===== config.mk =====
export PLATFORM = sky130hd
export DESIGN_NAME = eprom_prog_ctrl
export DESIGN_NICKNAME = d
export VERILOG_FILES = /design/src/hw/eprom_prog_pkg.sv /design/src/hw/eprom_prog_ctrl.sv
export SDC_FILE = /design/constraint.sdc
export NUM_CORES = 1
export LEC_CHECK = 0
export BUFFER_PORTS_ARGS = -buffer_cell sky130_fd_sc_hd__buf_2
export CORE_ASPECT_RATIO = 1.2
export CORE_MARGIN = 3
export CORE_UTILIZATION = 55
export CTS_BUF_LIST = sky130_fd_sc_hd__clkbuf_16
export CTS_CLUSTER_SIZE = 25
export DETAILED_ROUTE_END_ITERATION = 7
export MAX_ROUTING_LAYER = met4
export PLACE_DENSITY = 0.81
export SYNTH_ARGS = -nofsm -noshare
export SYNTH_HDL_FRONTEND = slang
export SYNTH_SLANG_ARGS = --single-unit

===== constraint.sdc =====
create_clock -name clk_sys -period 4.7 [get_ports clk_sys]
set_input_delay 0.94 -clock clk_sys [delete_from_list [all_inputs] [get_ports clk_sys]]
set_output_delay 0.94 -clock clk_sys [all_outputs]
set_load 0.005 [all_outputs]

===== src/hw/eprom_prog_pkg.sv =====
package eprom_prog_pkg;

    // ------------------------------------------------------------
    // Geometry
    // ------------------------------------------------------------
    localparam int ADDR_W = 12;
    localparam int DATA_W = 8;
    localparam int CNT_W  = 18;

    // ------------------------------------------------------------
    // Timing in its own units, then in clk_sys cycles
    // ------------------------------------------------------------
    localparam int CLK_PERIOD_NS  = 40;
    localparam int T_ACCESS_NS    = 300;
    localparam int T_SETUP_NS     = 2000;
    localparam int T_HOLD_NS      = 2000;
    localparam int T_VPP_HOLD_NS  = 2000;
    localparam int T_PULSE_US     = 10000;
    localparam int T_PULSE_MIN_US = 9000;
    localparam int T_PULSE_MAX_US = 44000;

    // Least times round up, longest times round down
    localparam int ACCESS_CYC    = (T_ACCESS_NS + CLK_PERIOD_NS - 1) / CLK_PERIOD_NS;
    localparam int SETUP_CYC     = (T_SETUP_NS + CLK_PERIOD_NS - 1) / CLK_PERIOD_NS;
    localparam int HOLD_CYC      = (T_HOLD_NS + CLK_PERIOD_NS - 1) / CLK_PERIOD_NS;
    localparam int VPP_HOLD_CYC  = (T_VPP_HOLD_NS + CLK_PERIOD_NS - 1) / CLK_PERIOD_NS;
    localparam int PULSE_NOM_CYC = T_PULSE_US * 1000 / CLK_PERIOD_NS;
    localparam int PULSE_MIN_CYC = (T_PULSE_MIN_US * 1000 + CLK_PERIOD_NS - 1) / CLK_PERIOD_NS;
    localparam int PULSE_MAX_CYC = T_PULSE_MAX_US * 1000 / CLK_PERIOD_NS;

    // ------------------------------------------------------------
    // Reset values of the pins
    // ------------------------------------------------------------
    localparam logic STROBE_RST = 1'b1;
    localparam logic VPP_RST    = 1'b0;

    typedef enum logic [2:0] {
        ST_IDLE,
        ST_RD_WAIT,
        ST_PG_SETUP,
        ST_PG_PULSE,
        ST_PG_HOLD,
        ST_PG_VPP_OFF
    } state_t;

endpackage


===== src/hw/eprom_prog_ctrl.sv =====
`timescale 1ns/1ps

// Operation
// RL1: Read: strobe low, normal supply, byte out
// RL2: Strobe high outside programming: outputs float
// RL3: Erased locations read back all ones
// RL4: Programming only clears bits to zero
// RL5: Program only with high programming supply
// RL6: Programmer drives byte on data pins
// RL7: One strobe pulse 9 to 44 ms
// RL8: Locations programmable in any order
// RL9: Unselected devices keep strobe high, inhibited
// RL10: Verify by read once supply normal
// RL11: 4096 locations of eight bits
module eprom_prog_ctrl
    import eprom_prog_pkg::*;
#(
    parameter int PULSE_CYC = PULSE_NOM_CYC
) (
    input  wire logic              clk_sys,
    input  wire logic              rst,
    input  wire logic              cmd_read,
    input  wire logic              cmd_program,
    input  wire logic              program_select,
    input  wire logic [ADDR_W-1:0] addr_in,
    input  wire logic [DATA_W-1:0] wdata_in,
    output logic                   busy,
    output logic                   done,
    output logic [DATA_W-1:0]      rdata,
    output logic                   verify_fail,
    output logic [ADDR_W-1:0]      addr_out,
    output logic                   powerdown_program_strobe,
    output logic                   vpp_high_en,
    input  wire logic [DATA_W-1:0] byte_lines_in,
    output logic [DATA_W-1:0]      byte_lines_out,
    output logic                   byte_lines_oe
);

    // ------------------------------------------------------------
    // State
    // ------------------------------------------------------------
    typedef struct packed {
        state_t            st;
        logic [CNT_W-1:0]  cnt;
        logic [ADDR_W-1:0] addr;
        logic [DATA_W-1:0] data;
        logic              strobe;
        logic              vpp;
        logic              oe;
        logic [DATA_W-1:0] rdata;
        logic              done;
        logic              fail;
        logic              sel;
        logic              verify;
        logic              busy;
    } regs_t;

    regs_t r;
    regs_t nxt;

    always_comb begin
        nxt      = r;
        nxt.done = 1'b0;
        unique case (r.st)
            ST_IDLE: begin
                // Any address may be taken whenever idle
                if (cmd_program) begin // RL8
                    nxt.addr   = addr_in;
                    nxt.data   = wdata_in;
                    nxt.sel    = program_select;
                    nxt.vpp    = 1'b1; // RL5
                    nxt.oe     = 1'b1; // RL6
                    nxt.fail   = 1'b0;
                    nxt.busy   = 1'b1;
                    nxt.cnt    = CNT_W'(SETUP_CYC - 1);
                    nxt.st     = ST_PG_SETUP;
                end else if (cmd_read) begin
                    nxt.addr   = addr_in;
                    nxt.strobe = 1'b0; // RL1
                    nxt.verify = 1'b0;
                    nxt.fail   = 1'b0;
                    nxt.busy   = 1'b1;
                    nxt.cnt    = CNT_W'(ACCESS_CYC - 1);
                    nxt.st     = ST_RD_WAIT;
                end
            end
            ST_RD_WAIT: begin
                if (r.cnt == '0) begin
                    nxt.rdata  = byte_lines_in; // RL1
                    nxt.strobe = 1'b1; // RL2
                    // Readback must match; a one that stays zero is unrecoverable
                    if (r.verify) begin
                        nxt.fail = (byte_lines_in != r.data); // RL4
                    end
                    nxt.done   = 1'b1;
                    nxt.busy   = 1'b0;
                    nxt.st     = ST_IDLE;
                end else begin
                    nxt.cnt = r.cnt - 1'b1;
                end
            end
            ST_PG_SETUP: begin
                if (r.cnt == '0) begin
                    // Unselected device sees no pulse at all
                    nxt.strobe = ~r.sel; // RL9
                    nxt.cnt    = CNT_W'(PULSE_CYC - 1);
                    nxt.st     = ST_PG_PULSE;
                end else begin
                    nxt.cnt = r.cnt - 1'b1;
                end
            end
            ST_PG_PULSE: begin
                if (r.cnt == '0) begin
                    nxt.strobe = 1'b1; // RL7
                    nxt.cnt    = CNT_W'(HOLD_CYC - 1);
                    nxt.st     = ST_PG_HOLD;
                end else begin
                    nxt.cnt = r.cnt - 1'b1;
                end
            end
            ST_PG_HOLD: begin
                if (r.cnt == '0) begin
                    nxt.oe  = 1'b0;
                    nxt.vpp = 1'b0;
                    nxt.cnt = CNT_W'(VPP_HOLD_CYC - 1);
                    nxt.st  = ST_PG_VPP_OFF;
                end else begin
                    nxt.cnt = r.cnt - 1'b1;
                end
            end
            ST_PG_VPP_OFF: begin
                if (r.cnt == '0) begin
                    if (r.sel) begin
                        // Verify read follows directly at normal supply
                        nxt.strobe = 1'b0; // RL10
                        nxt.verify = 1'b1;
                        nxt.cnt    = CNT_W'(ACCESS_CYC - 1);
                        nxt.st     = ST_RD_WAIT;
                    end else begin
                        nxt.done = 1'b1;
                        nxt.busy = 1'b0;
                        nxt.st   = ST_IDLE;
                    end
                end else begin
                    nxt.cnt = r.cnt - 1'b1;
                end
            end
        endcase
    end

    always_ff @(posedge clk_sys) begin
        if (rst) begin
            r        <= '0;
            r.st     <= ST_IDLE;
            r.strobe <= STROBE_RST;
            r.vpp    <= VPP_RST;
        end else begin
            r <= nxt;
        end
    end

    // ------------------------------------------------------------
    // Outputs
    // ------------------------------------------------------------
    assign busy                     = r.busy;
    assign done                     = r.done;
    assign rdata                    = r.rdata;
    assign verify_fail              = r.fail;
    assign addr_out                 = r.addr;
    assign powerdown_program_strobe = r.strobe;
    assign vpp_high_en              = r.vpp;
    assign byte_lines_out           = r.data;
    assign byte_lines_oe            = r.oe;
endmodule


**Word-level counts from Yosys, hierarchy flattened**

Cells that the tools add are included.

- Equality and inequality tests: 21
- Muxes and demuxes: 40
- Reductions and logical operators: 19
- Bitwise gates (word level): 1
- Add/subtract/negate cells: 1

Operators by type and width:

| cell | number |
|---|---|
| $pmux W21 S6 | 1 |
| $mux W18 | 5 |
| $mux W33 | 2 |
| $ne A2 B2 Y1 const B | 12 |
| $logic_not A18 Y1 | 1 |
| $sub A18 B1 Y18 const B | 1 |
| $mux W1 | 16 |
| $mux W3 | 5 |
| $mux W2 | 5 |
| $reduce_and A5 Y1 | 2 |
| $ne A8 B8 Y1 | 1 |
| $reduce_bool A2 Y1 | 4 |
| $reduce_and A7 Y1 | 1 |
| $eq A3 B2 Y1 const B | 2 |
| $eq A3 B3 Y1 const B | 2 |
| $ne A3 B3 Y1 const B | 2 |
| $pmux W1 S2 | 3 |
| $reduce_and A2 Y1 | 3 |
| $reduce_and A3 Y1 | 2 |
| $reduce_and A6 Y1 | 1 |
| $pmux W1 S4 | 1 |
| $pmux W2 S2 | 1 |
| $reduce_and A4 Y1 | 1 |
| $reduce_bool A4 Y1 | 1 |
| 7 further kinds | 7 |

- Input port bits: 33
- Output and inout port bits: 34
- Register bits after elaboration: 57

**Depth between registers and ports, before layout**

- Depth in word-level cells: 4
- Depth in mapped cells: 8
- Mapped depth without buffers: 8

**Worst setup path before layout**

No wires, ideal clock.

- Kind: input to register
- From: input port rst
- To: register r[50] (netlist name)
- Setup slack: 2619 ps
- Arrival: 1959 ps
- Stages: 5
- Data required time: 4578 ps
- Cell sequence: clkbuf_1 > inv_1 > o21a_1 > a21o_1 > a221o_1

RTL lines:

| element | line | source |
|---|---|---|
| from (decl) | eprom_prog_ctrl.sv:21 | `input wire logic rst,` |
| to (signal assigned) | eprom_prog_ctrl.sv:158 | `r <= nxt;` |
| to (decl) | eprom_prog_ctrl.sv:58 | `regs_t r;` |

**Worst setup path in the final report**

- From: register r[56] (netlist name)
- To: register r[50] (netlist name)

- Word-level cells in the longest chain between the ends: 3

Ends and longest elaborated chain:

| element | line | source |
|---|---|---|
| $eq A3 B3 Y1 (tied with other cells) | eprom_prog_ctrl.sv:64 | `unique case (r.st)` |
| $ne A3 B3 Y1 (no source line) or $ne A2 B2 Y1 (tied branches) | -- |  |
| $reduce_and A3 Y1 (no source line) | -- |  |

Several ways; a longest one is shown, not always the timed one.
A chain may end at the register's enable or synchronous reset.

==> summary.txt <==
===============================================================================
Status                                                             complete, no violations
CTS tree                                                                    yes
Capture endpoint of the worst hold path                             addr_out[3]
Fraction of power consumed by the clock network                           16.7%
CP Max Fanout                                                                21
Register area                                                         1121 um^2
Count of cells resized by post-cts repair                                     0
Power spent charging and discharging nets                           0.0009680 W
Overall global routing resource usage                                    22.12%
Placer congestion estimate                                               0.9447
Initial Utilization                                                      58.78%
Accumulated negative setup slack                                           0 ns
Fraction of power spent switching nets                                   43.85%
Synthesized area per cell                                            7.809 um^2
Relative slew slack                                                      43.16%
Synth-to-Final Area Change                                               9.488%
MaxCap Viol Count                                                             0
Highest ir drop seen on vdd                                            545.8 uV
Post-Syn Area                                                         3007 um^2
Vias in the first global route                                             2470
Worst-case reg-to-reg path depth                                              6
Post-Place Cells                                                            468
First-pass GRT wire length                                             11150 um
I/O pin total                                                                67
Leading post-synthesis cells by cell area                          dfxtp_1 (37%), a21oi_1 (8.3%), nand2_1 (7.6%)
Fill cell count                                                             467
Unrepaired setup endpoints after global routing                              no
Startpoint Class                                                      flip-flop
Kind of end point of the critical path                                flip-flop
Count of vias placed by the detailed router                                2698
Hold-critical path depth                                                      2
Die ar.                                                               6394 um^2
Final setup vio count                                                         0
Clock Sinks                                                                  56
Clk pin slew, worst setup/hold paths                                    0.07 ns
Site row count                                                               28
Commonest non-fill, non-tap cells in the layout                    buf_2 (66), nand2_1 (61), dfxtp_1 (56)
Share of the yosys chip area belonging to registers                      37.29%
Worst Setup Path Type                                                reg -> reg
Data arrival time at the worst-slack endpoint                           2.87 ns
Async SR Flop Fraction                                                       0%
Antenna violation net count after detailed routing                            0
HP Class                                                             reg -> reg
Flip-flop and latch count after synthesis                                    56
Post-Synthesis Cells                                                        385
Clock H-tree levels                                                           2
Number of port buffers                                                       66
Post-CTS Hold Buffers                                                         0
Number of diodes                                                              0
Worst R2R Setup Slack                                                   2.02 ns
Number of buffers inserted during clock tree synthesis                        5
Crit share post-route                                                    57.12%
Number of enable flip-flop cells after synthesis                              0
Final Net Count                                                             450
Post-synth cell types                                                        53
Largest net degree at the start of global routing                            47
Estimated wirelength of the detail-placed design                        4840 um
Hold Violations, Final                                                        0
Drt initial violations                                                      199
Max Fclk                                                             0.3725 GHz
Leading register cell type out of synthesis                             dfxtp_1
Average wire per standard cell                                         14.08 um
Non-filler cells in the finished layout                                     476
Number of synthesis warnings                                                  0
Capture point of the worst reg-to-reg path                                r[50]
Maximum number of buffers from clock root to sink                             2
Core outline area                                                     5115 um^2
DRC violations left                                                           0
Total congestion overflow                                                     0
Power per Cell Area                                                670.5 nW/um^2
Synthesized net count                                                       420
Most common cell after layout, fill and taps aside                        buf_2
Worst Clk Skew                                                      0.007440 ns
Biggest area consumer among synthesized cells                           dfxtp_1
Clock insertion delay at the later pin of the skew report               0.29 ns
Clock root buffer                                                     clkbuf_16
HP Start                                                            addr_out[3]
Internal Dissipation                                                 0.001239 W
Slew @ Worst Pin                                                      0.8419 ns
Hold Slack                                                            0.4515 ns
Leakage power of the design                                            1.440 nW
Top-area cell type share of the netlist area                             37.29%
Fraction of layout instances using a drive strength above 1              19.95%
Post-CTS setup-driven buffer insertion count                                  0
Required time of the worst setup path                                   4.89 ns
Comb power frac                                                           49.9%
Die X-Extent                                                           73.50 um
Post-route minimum period                                              2.685 ns
Multi-input combinational cell area                                   1548 um^2
Power share of the sequential group                                       33.4%
Height of the die                                                      87.00 um
Final-report max-slew violation count                                         0
Detailed-routing iteration count for the pre-antenna-repair pass              5
RR Startpoint                                                             r[56]
Initial antenna violation count                                               0
Ratio of routed vias to standard cells                                    5.668
Final wirelength                                                        6703 um
===============================================================================
-- logic make-up (layout without fill, tap and decap cells) --
logic type	after synthesis	count (layout)	synth area share (%)
buffers and inverters	59	90	11.24
adder cells (fa/ha/maj)	2	2	0.8322
XOR/XNOR	12	12	3.496
AND/OR/NAND/NOR	139	139	22.72
flip-flops	56	56	37.29
multiplexers	10	10	3.329
AO/OA/AOI/OAI	107	107	21.10
-- state kept, by name, indices dropped and copies added (netlist names) --
signal / count
rdata: 8
vpp_high_en: 1
done: 1
addr_out: 12
r: 23
verify_fail: 1
busy: 1
byte_lines_out: 8
powerdown_program_strobe: 1
-- layout make-up --
type / instances / share of cell area [%]
clock buffer: 5 / 3.801
clock inverter: 3 / 0.6461
inverter: 13 / 1.482
multi-input combinational: 270 / 47.02
sequential: 56 / 34.06
tap: 60 / 2.280
timing repair buffer: 69 / 10.72
-- cells in the mapped netlist, drive strengths merged, types with 3 or more instances --
| master | instances |
|---|---|
| a211oi | 3 |
| a21o | 4 |
| a21oi | 50 |
| a31oi | 3 |
| and2 | 3 |
| and3 | 3 |
| buf | 31 |
| clkbuf | 15 |
| dfxtp | 56 |
| inv | 12 |
| mux2i | 10 |
| nand2 | 61 |
| nand3 | 11 |
| nor2 | 31 |
| nor3 | 10 |
| nor4 | 5 |
| o21ai | 21 |
| o22ai | 7 |
| or3 | 3 |
| xnor2 | 10 |
-- worst max-delay path: stages, from the launching register on --
cell and delay [ns]:
dfxtp_1 0.74, inv_1 0.32, o21ai_0 0.30, o31a_1 0.40
nor2_1 0.25, a21o_1 0.24, a221o_1 0.33
-- through the flow --
step                area, um^2  power [W]  setup WS [ns]  util [%]
floorplan                 3007   0.001601          2.619         -
global placement          3146   0.001808          2.028     61.50
detailed placement        3146   0.001831          2.007     61.50
CTS                       3292   0.002210          2.068     64.36
global route              3292   0.002400          1.735     64.36
finish                    3292   0.002207          2.015     64.36
-- routing by layer --
layer | global-route usage [%] | vias to the layer above | wire length, um
li1 | - | 1373 | -
met1 | 27.64 | 1220 | 2858
met2 | 35.73 | 95 | 3318
met3 | 3.349 | 10 | 392
met4 | 8.402 | 0 | 134
met5 | - | - | 0
-- power groups by stage --
stage / clock network [W] / logic (W) / registers [W]
after floorplan: 0 / 0.000905 / 0.000697
after global placement: 0 / 0.00107 / 0.000740
after detailed placement: 0 / 0.00109 / 0.000743
after CTS: 0.000379 / 0.00110 / 0.000735
after global routing: 0.000401 / 0.00124 / 0.000758
final: 0.000369 / 0.00110 / 0.000737
-- worst max-delay path by stage --
| stage | from | end | cells past startpoint |
|---|---|---|---|
| after global routing | r[54] | r[45] | 6 |
| final | r[56] | r[50] | 6 |
| after detailed placement | cmd_program | r[50] | 7 |
| after floorplan | rst | r[50] | 5 |
| after global placement | rst | r[50] | 5 |
| after CTS | r[56] | r[50] | 6 |
(Power assumes the default switching activity.)
